--- config.mk ---
export PLATFORM = sky130hd
export DESIGN_NAME = adc_serial_port
export DESIGN_NICKNAME = d
export VERILOG_FILES = /design/src/design/adc_port_pkg.sv /design/src/design/adc_serial_port.sv /design/src/design/word_fifo.sv
export SDC_FILE = /design/constraint.sdc
export NUM_CORES = 1
export LEC_CHECK = 0
export BUFFER_PORTS_ARGS = -buffer_cell sky130_fd_sc_hd__buf_4
export CAP_MARGIN = 10
export CORE_ASPECT_RATIO = 1.4
export CORE_MARGIN = 3
export CORE_UTILIZATION = 25
export CTS_BUF_LIST = sky130_fd_sc_hd__clkbuf_16
export DETAILED_ROUTE_END_ITERATION = 12
export PLACE_DENSITY = 0.38
export SLEW_MARGIN = 10
export SYNTH_ARGS = -nofsm -noshare
export SYNTH_HDL_FRONTEND = slang
export SYNTH_SLANG_ARGS = --single-unit
--- constraint.sdc ---
create_clock -name clk -period 3.5 [get_ports clk]
set_input_delay 0.175 -clock clk [delete_from_list [all_inputs] [get_ports clk]]
set_output_delay 0.175 -clock clk [all_outputs]
set_load 0.05 [all_outputs]
--- src/design/adc_port_pkg.sv ---
// Shared constants and carrier types for the converter serial port.
// Assumes a single 100 MHz system clock domain.
package adc_port_pkg;
	localparam int CLK_MHZ            = 100;
	localparam int ADDR_W             = 6;
	localparam int DATA_W             = 24;
	localparam int FIFO_DEPTH         = 8;
	// Communications byte layout
	localparam int COMM_READ_BIT      = 6;
	localparam int COMM_ADDR_LSB      = 0;
	localparam logic [ADDR_W-1:0] MODE_REG_ADDR = 6'h01;
	// Field position of clock source select inside the converter mode register
	localparam int CLKSEL_LSB         = 2;
	localparam logic [1:0] CLKSEL_RST = 2'h0;
	localparam logic [DATA_W-1:0] MODE_RST = 24'h000000;
	// Ready pin goes high this many nanoseconds before a new result is published
	localparam int READY_LEAD_NS      = 100;
	localparam int READY_LEAD_CYC     = (READY_LEAD_NS * CLK_MHZ + 999) / 1000;

	typedef enum logic [1:0] {
		CLK_INT     = 2'b00,
		CLK_INT_OUT = 2'b01,
		CLK_EXT     = 2'b10,
		CLK_XTAL    = 2'b11
	} clk_src_t;

	typedef enum logic [1:0] {
		ST_COMM = 2'b00,
		ST_WR   = 2'b01,
		ST_RD   = 2'b10
	} port_state_t;

	typedef struct packed {
		logic [ADDR_W-1:0] addr;
		logic [DATA_W-1:0] data;
	} reg_write_t;
endpackage

--- src/design/adc_serial_port.sv ---
// Device end of the converter serial host port: shift logic, ready pin, write path.
// Assumes serial clock, select and data in arrive asynchronously and are far
// slower than clk; register reads are served from a flat read port.
`timescale 1ns/10ps
// Operation
// - Output bit changes after serial clock falls, stable at next rise.
// - Output pin released whenever select is high.
// - Selected and not reading, output pin shows data ready.
// - Ready indicator low when a finished result waits to be read.
// - Unread result: indicator goes high before next result update.
// - Output shift register loads from whichever register is read.
// - Received words go to register named by address bits.
// - Clock source select in mode register sets crystal pin role.
// - Port works with select tied low, three wires only.
module adc_serial_port
	import adc_port_pkg::*;
#(
	parameter int DATA_BITS = DATA_W
) (
	input  wire logic              clk,
	input  wire logic              resetn,
	input  wire logic              sclk,
	input  wire logic              cs_n,
	input  wire logic              din,
	output logic                   dout_rdy_o,
	output logic                   dout_rdy_oe,
	input  wire logic              result_done,
	input  wire logic              result_update_soon,
	output logic [ADDR_W-1:0]      rd_addr,
	input  wire logic [DATA_W-1:0] rd_data,
	output logic                   result_read,
	output reg_write_t             wr_word,
	output logic                   wr_valid,
	input  wire logic              wr_ready,
	output logic                   crystal_or_clock_pin_o,
	output logic                   crystal_or_clock_pin_oe,
	output logic                   crystal_enable,
	output clk_src_t               clock_source_select
);
	logic [1:0]        rst_sync_ff;
	logic              rst_n;
	logic [2:0]        sclk_sync_ff;
	logic [1:0]        cs_sync_ff;
	logic [1:0]        din_sync_ff;
	logic              sclk_rise;
	logic              sclk_fall;
	logic              cs_n_s;
	port_state_t       state_ff;
	logic [5:0]        bit_cnt_ff;
	logic [DATA_W-1:0] in_sh_ff;
	logic [DATA_W-1:0] out_sh_ff;
	logic [ADDR_W-1:0] addr_ff;
	logic              dout_ff;
	logic              ready_n_ff;
	logic [DATA_W-1:0] mode_ff;
	logic [DATA_W-1:0] nxt_in_sh;
	reg_write_t        fifo_in;
	logic              fifo_in_valid;
	logic              fifo_in_ready;
	logic              last_bit;

	always_ff @(posedge clk or negedge resetn) begin
		if (!resetn) begin
			rst_sync_ff <= 2'h0;
		end else begin
			rst_sync_ff <= {rst_sync_ff[0], 1'b1};
		end
	end
	assign rst_n = rst_sync_ff[1];

	always_ff @(posedge clk or negedge rst_n) begin
		if (!rst_n) begin
			sclk_sync_ff <= 3'h7;
			cs_sync_ff   <= 2'h3;
			din_sync_ff  <= 2'h0;
		end else begin
			sclk_sync_ff <= {sclk_sync_ff[1:0], sclk};
			cs_sync_ff   <= {cs_sync_ff[0], cs_n};
			din_sync_ff  <= {din_sync_ff[0], din};
		end
	end
	assign sclk_rise = sclk_sync_ff[1] && !sclk_sync_ff[2];
	assign sclk_fall = !sclk_sync_ff[1] && sclk_sync_ff[2];
	assign cs_n_s    = cs_sync_ff[1];

	assign nxt_in_sh = {in_sh_ff[DATA_W-2:0], din_sync_ff[1]};
	assign last_bit  = (state_ff == ST_COMM) ? (bit_cnt_ff == 6'h07)
	                                        : (bit_cnt_ff == 6'(DATA_BITS - 1));

	always_ff @(posedge clk or negedge rst_n) begin
		if (!rst_n) begin
			state_ff   <= ST_COMM;
			bit_cnt_ff <= 6'h00;
			in_sh_ff   <= '0;
			addr_ff    <= '0;
		end else if (cs_n_s) begin
			state_ff   <= ST_COMM;
			bit_cnt_ff <= 6'h00;
		end else if (sclk_rise && !(state_ff == ST_WR && last_bit && !fifo_in_ready)) begin
			in_sh_ff   <= nxt_in_sh;
			bit_cnt_ff <= last_bit ? 6'h00 : bit_cnt_ff + 6'h01;
			if (last_bit) begin
				case (state_ff)
					ST_COMM: begin
						addr_ff  <= nxt_in_sh[COMM_ADDR_LSB +: ADDR_W];
						state_ff <= nxt_in_sh[COMM_READ_BIT] ? ST_RD : ST_WR;
					end
					default: begin
						state_ff <= ST_COMM;
					end
				endcase
			end
		end
	end

	assign fifo_in       = {addr_ff, nxt_in_sh};
	assign fifo_in_valid = !cs_n_s && sclk_rise && state_ff == ST_WR && last_bit;

	word_fifo #(
		.WIDTH ($bits(reg_write_t)),
		.DEPTH (FIFO_DEPTH)
	) u_wr_fifo (
		.clk       (clk),
		.rst_n     (rst_n),
		.in_data   (fifo_in),
		.in_valid  (fifo_in_valid),
		.in_ready  (fifo_in_ready),
		.out_data  (wr_word),
		.out_valid (wr_valid),
		.out_ready (wr_ready)
	);

	always_ff @(posedge clk or negedge rst_n) begin
		if (!rst_n) begin
			mode_ff <= MODE_RST;
		end else if (fifo_in_valid && fifo_in_ready && addr_ff == MODE_REG_ADDR) begin
			mode_ff <= nxt_in_sh;
		end
	end
	assign clock_source_select     = clk_src_t'(mode_ff[CLKSEL_LSB +: 2]);
	assign crystal_enable          = (clock_source_select == CLK_XTAL);
	assign crystal_or_clock_pin_oe = (clock_source_select == CLK_INT_OUT);
	// No clock generator in this block, so the driven level stays low
	assign crystal_or_clock_pin_o  = 1'b0;

	// Load output shifter from read target
	// Address bits are complete only in the word that includes the eighth bit
	assign rd_addr = (state_ff == ST_COMM) ? nxt_in_sh[COMM_ADDR_LSB +: ADDR_W] : addr_ff;
	always_ff @(posedge clk or negedge rst_n) begin
		if (!rst_n) begin
			out_sh_ff <= '0;
			dout_ff   <= 1'b1;
		end else if (state_ff == ST_COMM && sclk_rise && last_bit && nxt_in_sh[COMM_READ_BIT]) begin
			out_sh_ff <= rd_data;
		end else if (state_ff == ST_RD && sclk_fall) begin
			dout_ff   <= out_sh_ff[DATA_BITS-1];
			out_sh_ff <= {out_sh_ff[DATA_W-2:0], 1'b0};
		end
	end
	assign result_read = !cs_n_s && state_ff == ST_RD && sclk_rise && last_bit;

	always_ff @(posedge clk or negedge rst_n) begin
		if (!rst_n) begin
			ready_n_ff <= 1'b1;
		end else if (result_update_soon) begin
			ready_n_ff <= 1'b1;
		end else if (result_done) begin
			// A new result beats a read ending in the same cycle
			ready_n_ff <= 1'b0;
		end else if (result_read) begin
			ready_n_ff <= 1'b1;
		end
	end

	assign dout_rdy_oe = !cs_n_s;
	assign dout_rdy_o  = (state_ff == ST_RD) ? dout_ff : ready_n_ff;

	property p_release;
		@(posedge clk) disable iff (!rst_n) cs_sync_ff[1] |-> !dout_rdy_oe;
	endproperty
	a_release: assert property (p_release) else $error("pin driven while deselected");

	property p_ready_low;
		@(posedge clk) disable iff (!rst_n)
			(result_done && !result_update_soon) |=> !ready_n_ff;
	endproperty
	a_ready_low: assert property (p_ready_low) else $error("ready not shown");

	property p_ready_high;
		@(posedge clk) disable iff (!rst_n) result_update_soon |=> ready_n_ff;
	endproperty
	a_ready_high: assert property (p_ready_high) else $error("ready not cleared");

	property p_shift_fall;
		@(posedge clk) disable iff (!rst_n) $changed(dout_ff) |-> $past(sclk_fall);
	endproperty
	a_shift_fall: assert property (p_shift_fall) else $error("output moved off falling edge");

	property p_rdy_mux;
		@(posedge clk) disable iff (!rst_n) (state_ff != ST_RD) |-> dout_rdy_o == ready_n_ff;
	endproperty
	a_rdy_mux: assert property (p_rdy_mux) else $error("ready not on pin");

	property p_write;
		@(posedge clk) disable iff (!rst_n)
			(fifo_in_valid && fifo_in_ready && addr_ff == MODE_REG_ADDR) |=> mode_ff == $past(nxt_in_sh);
	endproperty
	a_write: assert property (p_write) else $error("mode write lost");

	property p_wr_push;
		@(posedge clk) disable iff (!rst_n) (fifo_in_valid && fifo_in_ready) |=> wr_valid;
	endproperty
	a_wr_push: assert property (p_wr_push) else $error("write word not queued");

	property p_rd_load;
		@(posedge clk) disable iff (!rst_n)
			(state_ff == ST_COMM && sclk_rise && last_bit && nxt_in_sh[COMM_READ_BIT] && !cs_n_s)
			|=> out_sh_ff == $past(rd_data);
	endproperty
	a_rd_load: assert property (p_rd_load) else $error("read shifter not loaded");
endmodule

--- src/design/word_fifo.sv ---
// Small synchronous FIFO with valid/ready on both sides.
// Assumes one clock and an already synchronised active-low reset.
`timescale 1ns/10ps
module word_fifo #(
	parameter int WIDTH = 30,
	parameter int DEPTH = 8
) (
	input  wire logic             clk,
	input  wire logic             rst_n,
	input  wire logic [WIDTH-1:0] in_data,
	input  wire logic             in_valid,
	output logic                  in_ready,
	output logic      [WIDTH-1:0] out_data,
	output logic                  out_valid,
	input  wire logic             out_ready
);
	localparam int AW = $clog2(DEPTH);
	logic [WIDTH-1:0] mem_ff [DEPTH];
	logic [AW-1:0]    wr_ff;
	logic [AW-1:0]    rd_ff;
	logic [AW:0]      cnt_ff;
	logic             push;
	logic             pop;

	assign in_ready  = (cnt_ff != (AW+1)'(DEPTH));
	assign out_valid = (cnt_ff != '0);
	assign push      = in_valid && in_ready;
	assign pop       = out_valid && out_ready;
	assign out_data  = mem_ff[rd_ff];

	always_ff @(posedge clk) begin
		if (push) begin
			mem_ff[wr_ff] <= in_data;
		end
	end

	always_ff @(posedge clk or negedge rst_n) begin
		if (!rst_n) begin
			wr_ff  <= '0;
			rd_ff  <= '0;
			cnt_ff <= '0;
		end else begin
			if (push) begin
				wr_ff <= (wr_ff == AW'(DEPTH-1)) ? '0 : wr_ff + 1'b1;
			end
			if (pop) begin
				rd_ff <= (rd_ff == AW'(DEPTH-1)) ? '0 : rd_ff + 1'b1;
			end
			cnt_ff <= cnt_ff + (AW+1)'(push) - (AW+1)'(pop);
		end
	end

	property p_no_overflow;
		@(posedge clk) disable iff (!rst_n) cnt_ff <= (AW+1)'(DEPTH);
	endproperty
	a_no_overflow: assert property (p_no_overflow) else $error("fifo count past depth");
endmodule

======== After elaboration in Yosys (flattened, before gate mapping) ========
Memory sizes are Yosys's and may differ from the RTL's.
Index checks and enable logic that the tools add are counted.
Widths: inputs -> output; s select.
storage, ports and cells
  memory bits (writable) .................. 240
  word-level logic and storage cells ...... 86
  memories ................................ 1
  bits in registers ....................... 86
cells by class
  equality and inequality tests ........... 10
  bitwise logic cells ..................... 2
  muxes and demuxes ....................... 20
  $add $sub $neg .......................... 5
  reduce and logical (&&, ||, !) cells .... 33
memories
  name              words  bits a word  rd ports  clocked after memory_dff  wr ports  line             RTL
  u_wr_fifo.mem_ff  8      30           1         0                         1         word_fifo.sv:18  logic [WIDTH-1:0] mem_ff [DEPTH];
operators with widths
  operator             count
  $mux 24              2
  $mux 6               4
  $logic_and 1x1->1    18
  $mux 2               5
  $mux 1               7
  $add 3x1->3 const B  2
  $add 6x1->6 const B  1
  $eq 3x3->1 const B   2
  $eq 6x1->1 const B   1
  $eq 6x3->1 const B   1
  $eq 6x5->1 const B   1
  $mux 3               2
  $reduce_and 2->1     3
  $reduce_bool 2->1    3
  $logic_not 1->1      5
  $add 4x1->4          1
  $eq 2x1->1 const B   2
  $eq 2x2->1 const B   2
  $ne 4x4->1 const B   1
  $reduce_bool 4->1    1
  $sub 4x1->4          1
  $reduce_and 3->1     1
  $reduce_bool 3->1    1
  $logic_not 2->1      1
  $not 1->1            2

======== Longest topological paths before layout ========
  depth after elaboration ................. 8
  gate-level depth with buffers ........... 11
  gate-level depth less buffers ........... 11

======== Hierarchy ========
A second synthesis with hierarchy kept.
second synthesis, totals
  cell total of the unflattened synthesis .. 666
  area total of the unflattened synthesis .. 13113.8 µm²
modules (own cells, without submodules)
  module           instances  cells an instance  area each (µm²)
  word_fifo        1          404                9855.7
  adc_serial_port  1          262                3258.1

======== Least setup slack after synthesis ========
OpenSTA, ideal clock, no wires.
  path kind ............................... reg2reg
  from .................................... reg sclk_sync_ff[1]
  to ...................................... mem u_wr_fifo.mem_ff[0][0], enable pin
  data arrival time ....................... 3.600 ns
  cell stages (with the launch flop) ...... 5
  required time ........................... 3.045 ns
  slack ................................... -0.554 ns
  path through ............................ dfstp_2 -> or3b_1 -> nor4b_4 -> nand2b_1 -> nor3_1
on the way
  cells in the longest elaborated chain, start to end .. 7
RTL lines
  element                         line                    RTL
  start, declared                 adc_serial_port.sv:42   logic [2:0] sclk_sync_ff;
  start signal, assigned          adc_serial_port.sv:77   sclk_sync_ff <= {sclk_sync_ff[1:0], sclk};
  $logic_and 1x1->1               adc_serial_port.sv:82   assign sclk_rise = sclk_sync_ff[1] && !sclk_sync_ff[2];
  $logic_and 1x1->1 (3 in a row)  adc_serial_port.sv:117  assign fifo_in_valid = !cs_n_s && sclk_rise && state_ff == ST_WR && last_bit;
  $logic_and 1x1->1               word_fifo.sv:27         assign push = in_valid && in_ready;
  net u_wr_fifo.push              word_fifo.sv:22         logic push;
  $mux 1                          word_fifo.sv:32         if (push) begin
  $mux 1 (implied by the code)    word_fifo.sv:33         mem_ff[wr_ff] <= in_data;
  end, declared                   word_fifo.sv:18
The timed path passes the listed nets, and every way through them passes these cells.

==> results.json <==
{
  "final.setup.worst_slack_ps": 560,
  "rows": 97,
  "cts_root_buf": "clkbuf_16",
  "synth_cells": 670,
  "final_common_cell": "edfxtp_1",
  "criticalPathCategory": "flip-flop to primary output",
  "multi_input_area_sq_um": 3360,
  "grt_pass1_wl_um": 46100,
  "p_leak_nw": 5.73,
  "crit_path_max_incr_delay_ps": 760,
  "rsz0062_at_grt": "no",
  "p_seq_frac": 0.420,
  "antenna_found_initial": 0,
  "slew_viol_final": 0,
  "grt_max_degree": 65,
  "num_io_pins": 77,
  "synth_nets": 714,
  "cp_top_family": "multiplexers",
  "cts.clk_slew.worst_paths_ps": 60,
  "hpwl_um": 19100,
  "ys_seq_area_frac": 0.730,
  "drc": 0,
  "maxCapViolCount": 0,
  "die_x_um": 197,
  "viasPerCell": 4.44,
  "final-seq-area_sq_um": 9330,
  "grt_pass1_vias": 7168,
  "io_buffers": 75,
  "slowest_stage": "dfrtp_4",
  "share_comb_of_total_power": 0.289,
  "gr-total-overflow": 0,
  "wl_um": 30100,
  "drtIter0Drc": 242,
  "crit_path_end_kind": "primary output",
  "core-area_sq_um": 50200,
  "peakVddDrop_mv": 0.325,
  "hold_viol": 0,
  "cts_sinks": 324,
  "synth_flop_cell": "edfxtp_1",
  "clkLatencyLatePin_ps": 520,
  "worst_setup_path_start_kind": "flip-flop",
  "period_minus_slack_ps": 2940,
  "num_vias": 6572,
  "synth_enable_flop_cells": 240,
  "timing.final.crit_share": 0.840,
  "fmax_mhz": 340,
  "cts_buffers": 36,
  "ant_nets": 0,
  "relSlewSlack": 0.260,
  "grtUsageTotal": 0.113,
  "initial_utilization": 0.254,
  "dr.pass1.iters": 4,
  "dieArea_sq_um": 53800,
  "final_cell_mix": "edfxtp_1 (240), buf_4 (98), dfrtp_1 (73)",
  "syn_to_final_growth_pct": 23.1,
  "crit_path_frequent_cell": "buf_4",
  "wl_per_cell_um": 20.3,
  "gp_congestion": 0.743,
  "cts_tree": "built",
  "p_int_mw": 7.90,
  "worstPathArrival_ps": 2770,
  "finalSetupViolCount": 0,
  "powerDensity_nw_per_um2": 750,
  "diodes": 0,
  "cts_setup_buffers": 0,
  "place_area_sq_um": 14300,
  "pre_cts_ws_ps": 733,
  "p_sw_mw": 3.87,
  "swShare": 0.329,
  "async_flop_share": 0.259,
  "cp_cell_sequence": "buf_4 -> mux4_2 -> mux2_2 -> buf_4",
  "synth_cell_type_count": 50,
  "cts.path.max_buffers": 3,
  "critPathBufInv": 2,
  "clock_power_share": 0.290,
  "crit_fanout": 23,
  "min_path_type": "input port to flip-flop",
  "die_h_um": 273,
  "finalClockSkew_ps": 23.7,
  "ys_ff_latch": 324,
  "avgSynthCellArea_sq_um": 19.0,
  "syn_area_sq_um": 12800,
  "met2_usage": 0.202,
  "required_ps": 3320,
  "layout.nets": 855,
  "tns_ps": 0,
  "htreeDepth": 2,
  "globalRoute.busiestLayer": "met2",
  "final_cell_area_sq_um": 15700,
  "yosysWarningCount": 0,
  "grtUsageMet3": 0.0236,
  "worst_pin_slew_ps": 1110,
  "outcome": "finished clean",
  "use_met1": 0.140,
  "fillers": 4934,
  "drive_gt1_frac": 0.364
}
## synthesized netlist by cell type (3+ instances only)
cell type / number / area share
mux2_2: 72 / 0.064
a21oi_1: 7 / 0.0027
inv_1: 12 / 0.0035
nand3_1: 4 / 0.0016
ha_1: 11 / 0.011
o21ai_0: 9 / 0.0035
clkbuf_1: 18 / 0.0053
nor2_1: 10 / 0.0029
nor3_1: 4 / 0.0016
xor2_1: 3 / 0.0021
dfrtp_1: 77 / 0.15
nand2b_1: 6 / 0.0029
edfxtp_1: 240 / 0.56
nor2b_1: 4 / 0.0020
and3_1: 3 / 0.0015
buf_2: 7 / 0.0027
dfstp_2: 7 / 0.014
nand2_1: 55 / 0.016
a22oi_1: 23 / 0.014
mux4_2: 60 / 0.11
## final timing paths
| kind | from | endpoint | slack (ps) | cells after the start |
|---|---|---|---|---|
| hold reg to reg | rst_sync_ff[0] | rst_sync_ff[1] | 350 | 0 |
| hold / removal | wr_ready | u_wr_fifo.rd_ff[0] | 140 | 3 |
| setup reg to reg | sclk_sync_ff[1] | u_wr_fifo.mem_ff[0][10] | 760 | 5 |
| setup / recovery | u_wr_fifo.rd_ff[0] | wr_word[18] | 560 | 4 |
| min in group asynchronous | rst_sync_ff[1] | in_sh_ff[12] | 450 | 0 |
| max in group asynchronous | rst_sync_ff[1] | cs_sync_ff[1] | 2230 | 1 |
## sequential cells by signal (all words and copies together) (netlist names)
register and count:
sclk_sync_ff 3, addr_ff 6, cs_sync_ff 2, u_wr_fifo.rd_ff 3, ready_n_ff 1, u_wr_fifo.wr_ff 3
dout_ff 1, mode_ff 2, u_wr_fifo.mem_ff 240, state_ff 2, bit_cnt_ff 6, in_sh_ff 23
u_wr_fifo.cnt_ff 4, rst_sync_ff 2, din_sync_ff 2, out_sh_ff 24
## what timing repair did
item / CTS / global route
gates resized for setup: 0 / 0
setup endpoints to repair: 0 / 0
endpoints found under the hold margin: 30 / 0
hold buffers: 31 / 0
## per-stage QoR
step | std cells | utilization | total power [mW] | hold slack (ps)
2_1_floorplan | 670 | - | 7.34 | -121
3_5_place_dp | 1385 | 0.285 | 8.52 | -41.7
4_1_cts | 1480 | 0.312 | 12.0 | 112
5_1_grt | 1480 | 0.312 | 12.4 | 163
6_report | 1480 | 0.312 | 11.8 | 137
3_3_place_gp | 1385 | 0.285 | 8.47 | -40.4
## worst reg2reg max path: cells and delay by family (launching register included)
kind                   cells  cell delay (ps)
flip-flops                 1              580
AND/OR/NAND/NOR            4             1420
buffers and inverters      1              390
## per-layer routing
metal,part of all wire,wire [um]
met4,0.018,554
met1,0.42,12700
met2,0.52,15600
met5,0,0
met3,0.041,1240
## cell type report
type,count,area share
Sequential cell,324,0.594
Multi-Input combinational cell,305,0.214
Clock buffer,37,0.0590
Inverter,12,0.00287
Timing Repair Buffer,132,0.0705
Clock inverter,27,0.00853
Tap cell,643,0.0512
## cell families (layout without fill, tap and decap cells)
kind of cell    after synthesis  count (layout)  synth area share
compound gates               49              49            0.0273
xor+xnor                      3               3           0.00206
fa+ha+maj                    12              12            0.0124
buf+inv                      41             208            0.0142
flops                       324             324             0.730
mux                         132             132             0.169
other cells                   2               2          0.000589
simple gates                107             107            0.0436
## power groups by stage
stage / clock network (mW) / logic (mW) / registers [mW]
finish: 3.42 / 3.41 / 4.95
global route: 3.71 / 3.63 / 5.02
CTS: 3.55 / 3.50 / 4.98
detailed placement: 0 / 3.46 / 5.06
global placement: 0 / 3.44 / 5.03
floorplan: 0 / 2.69 / 4.64
No activity file was read; power rests on OpenSTA's default activity.
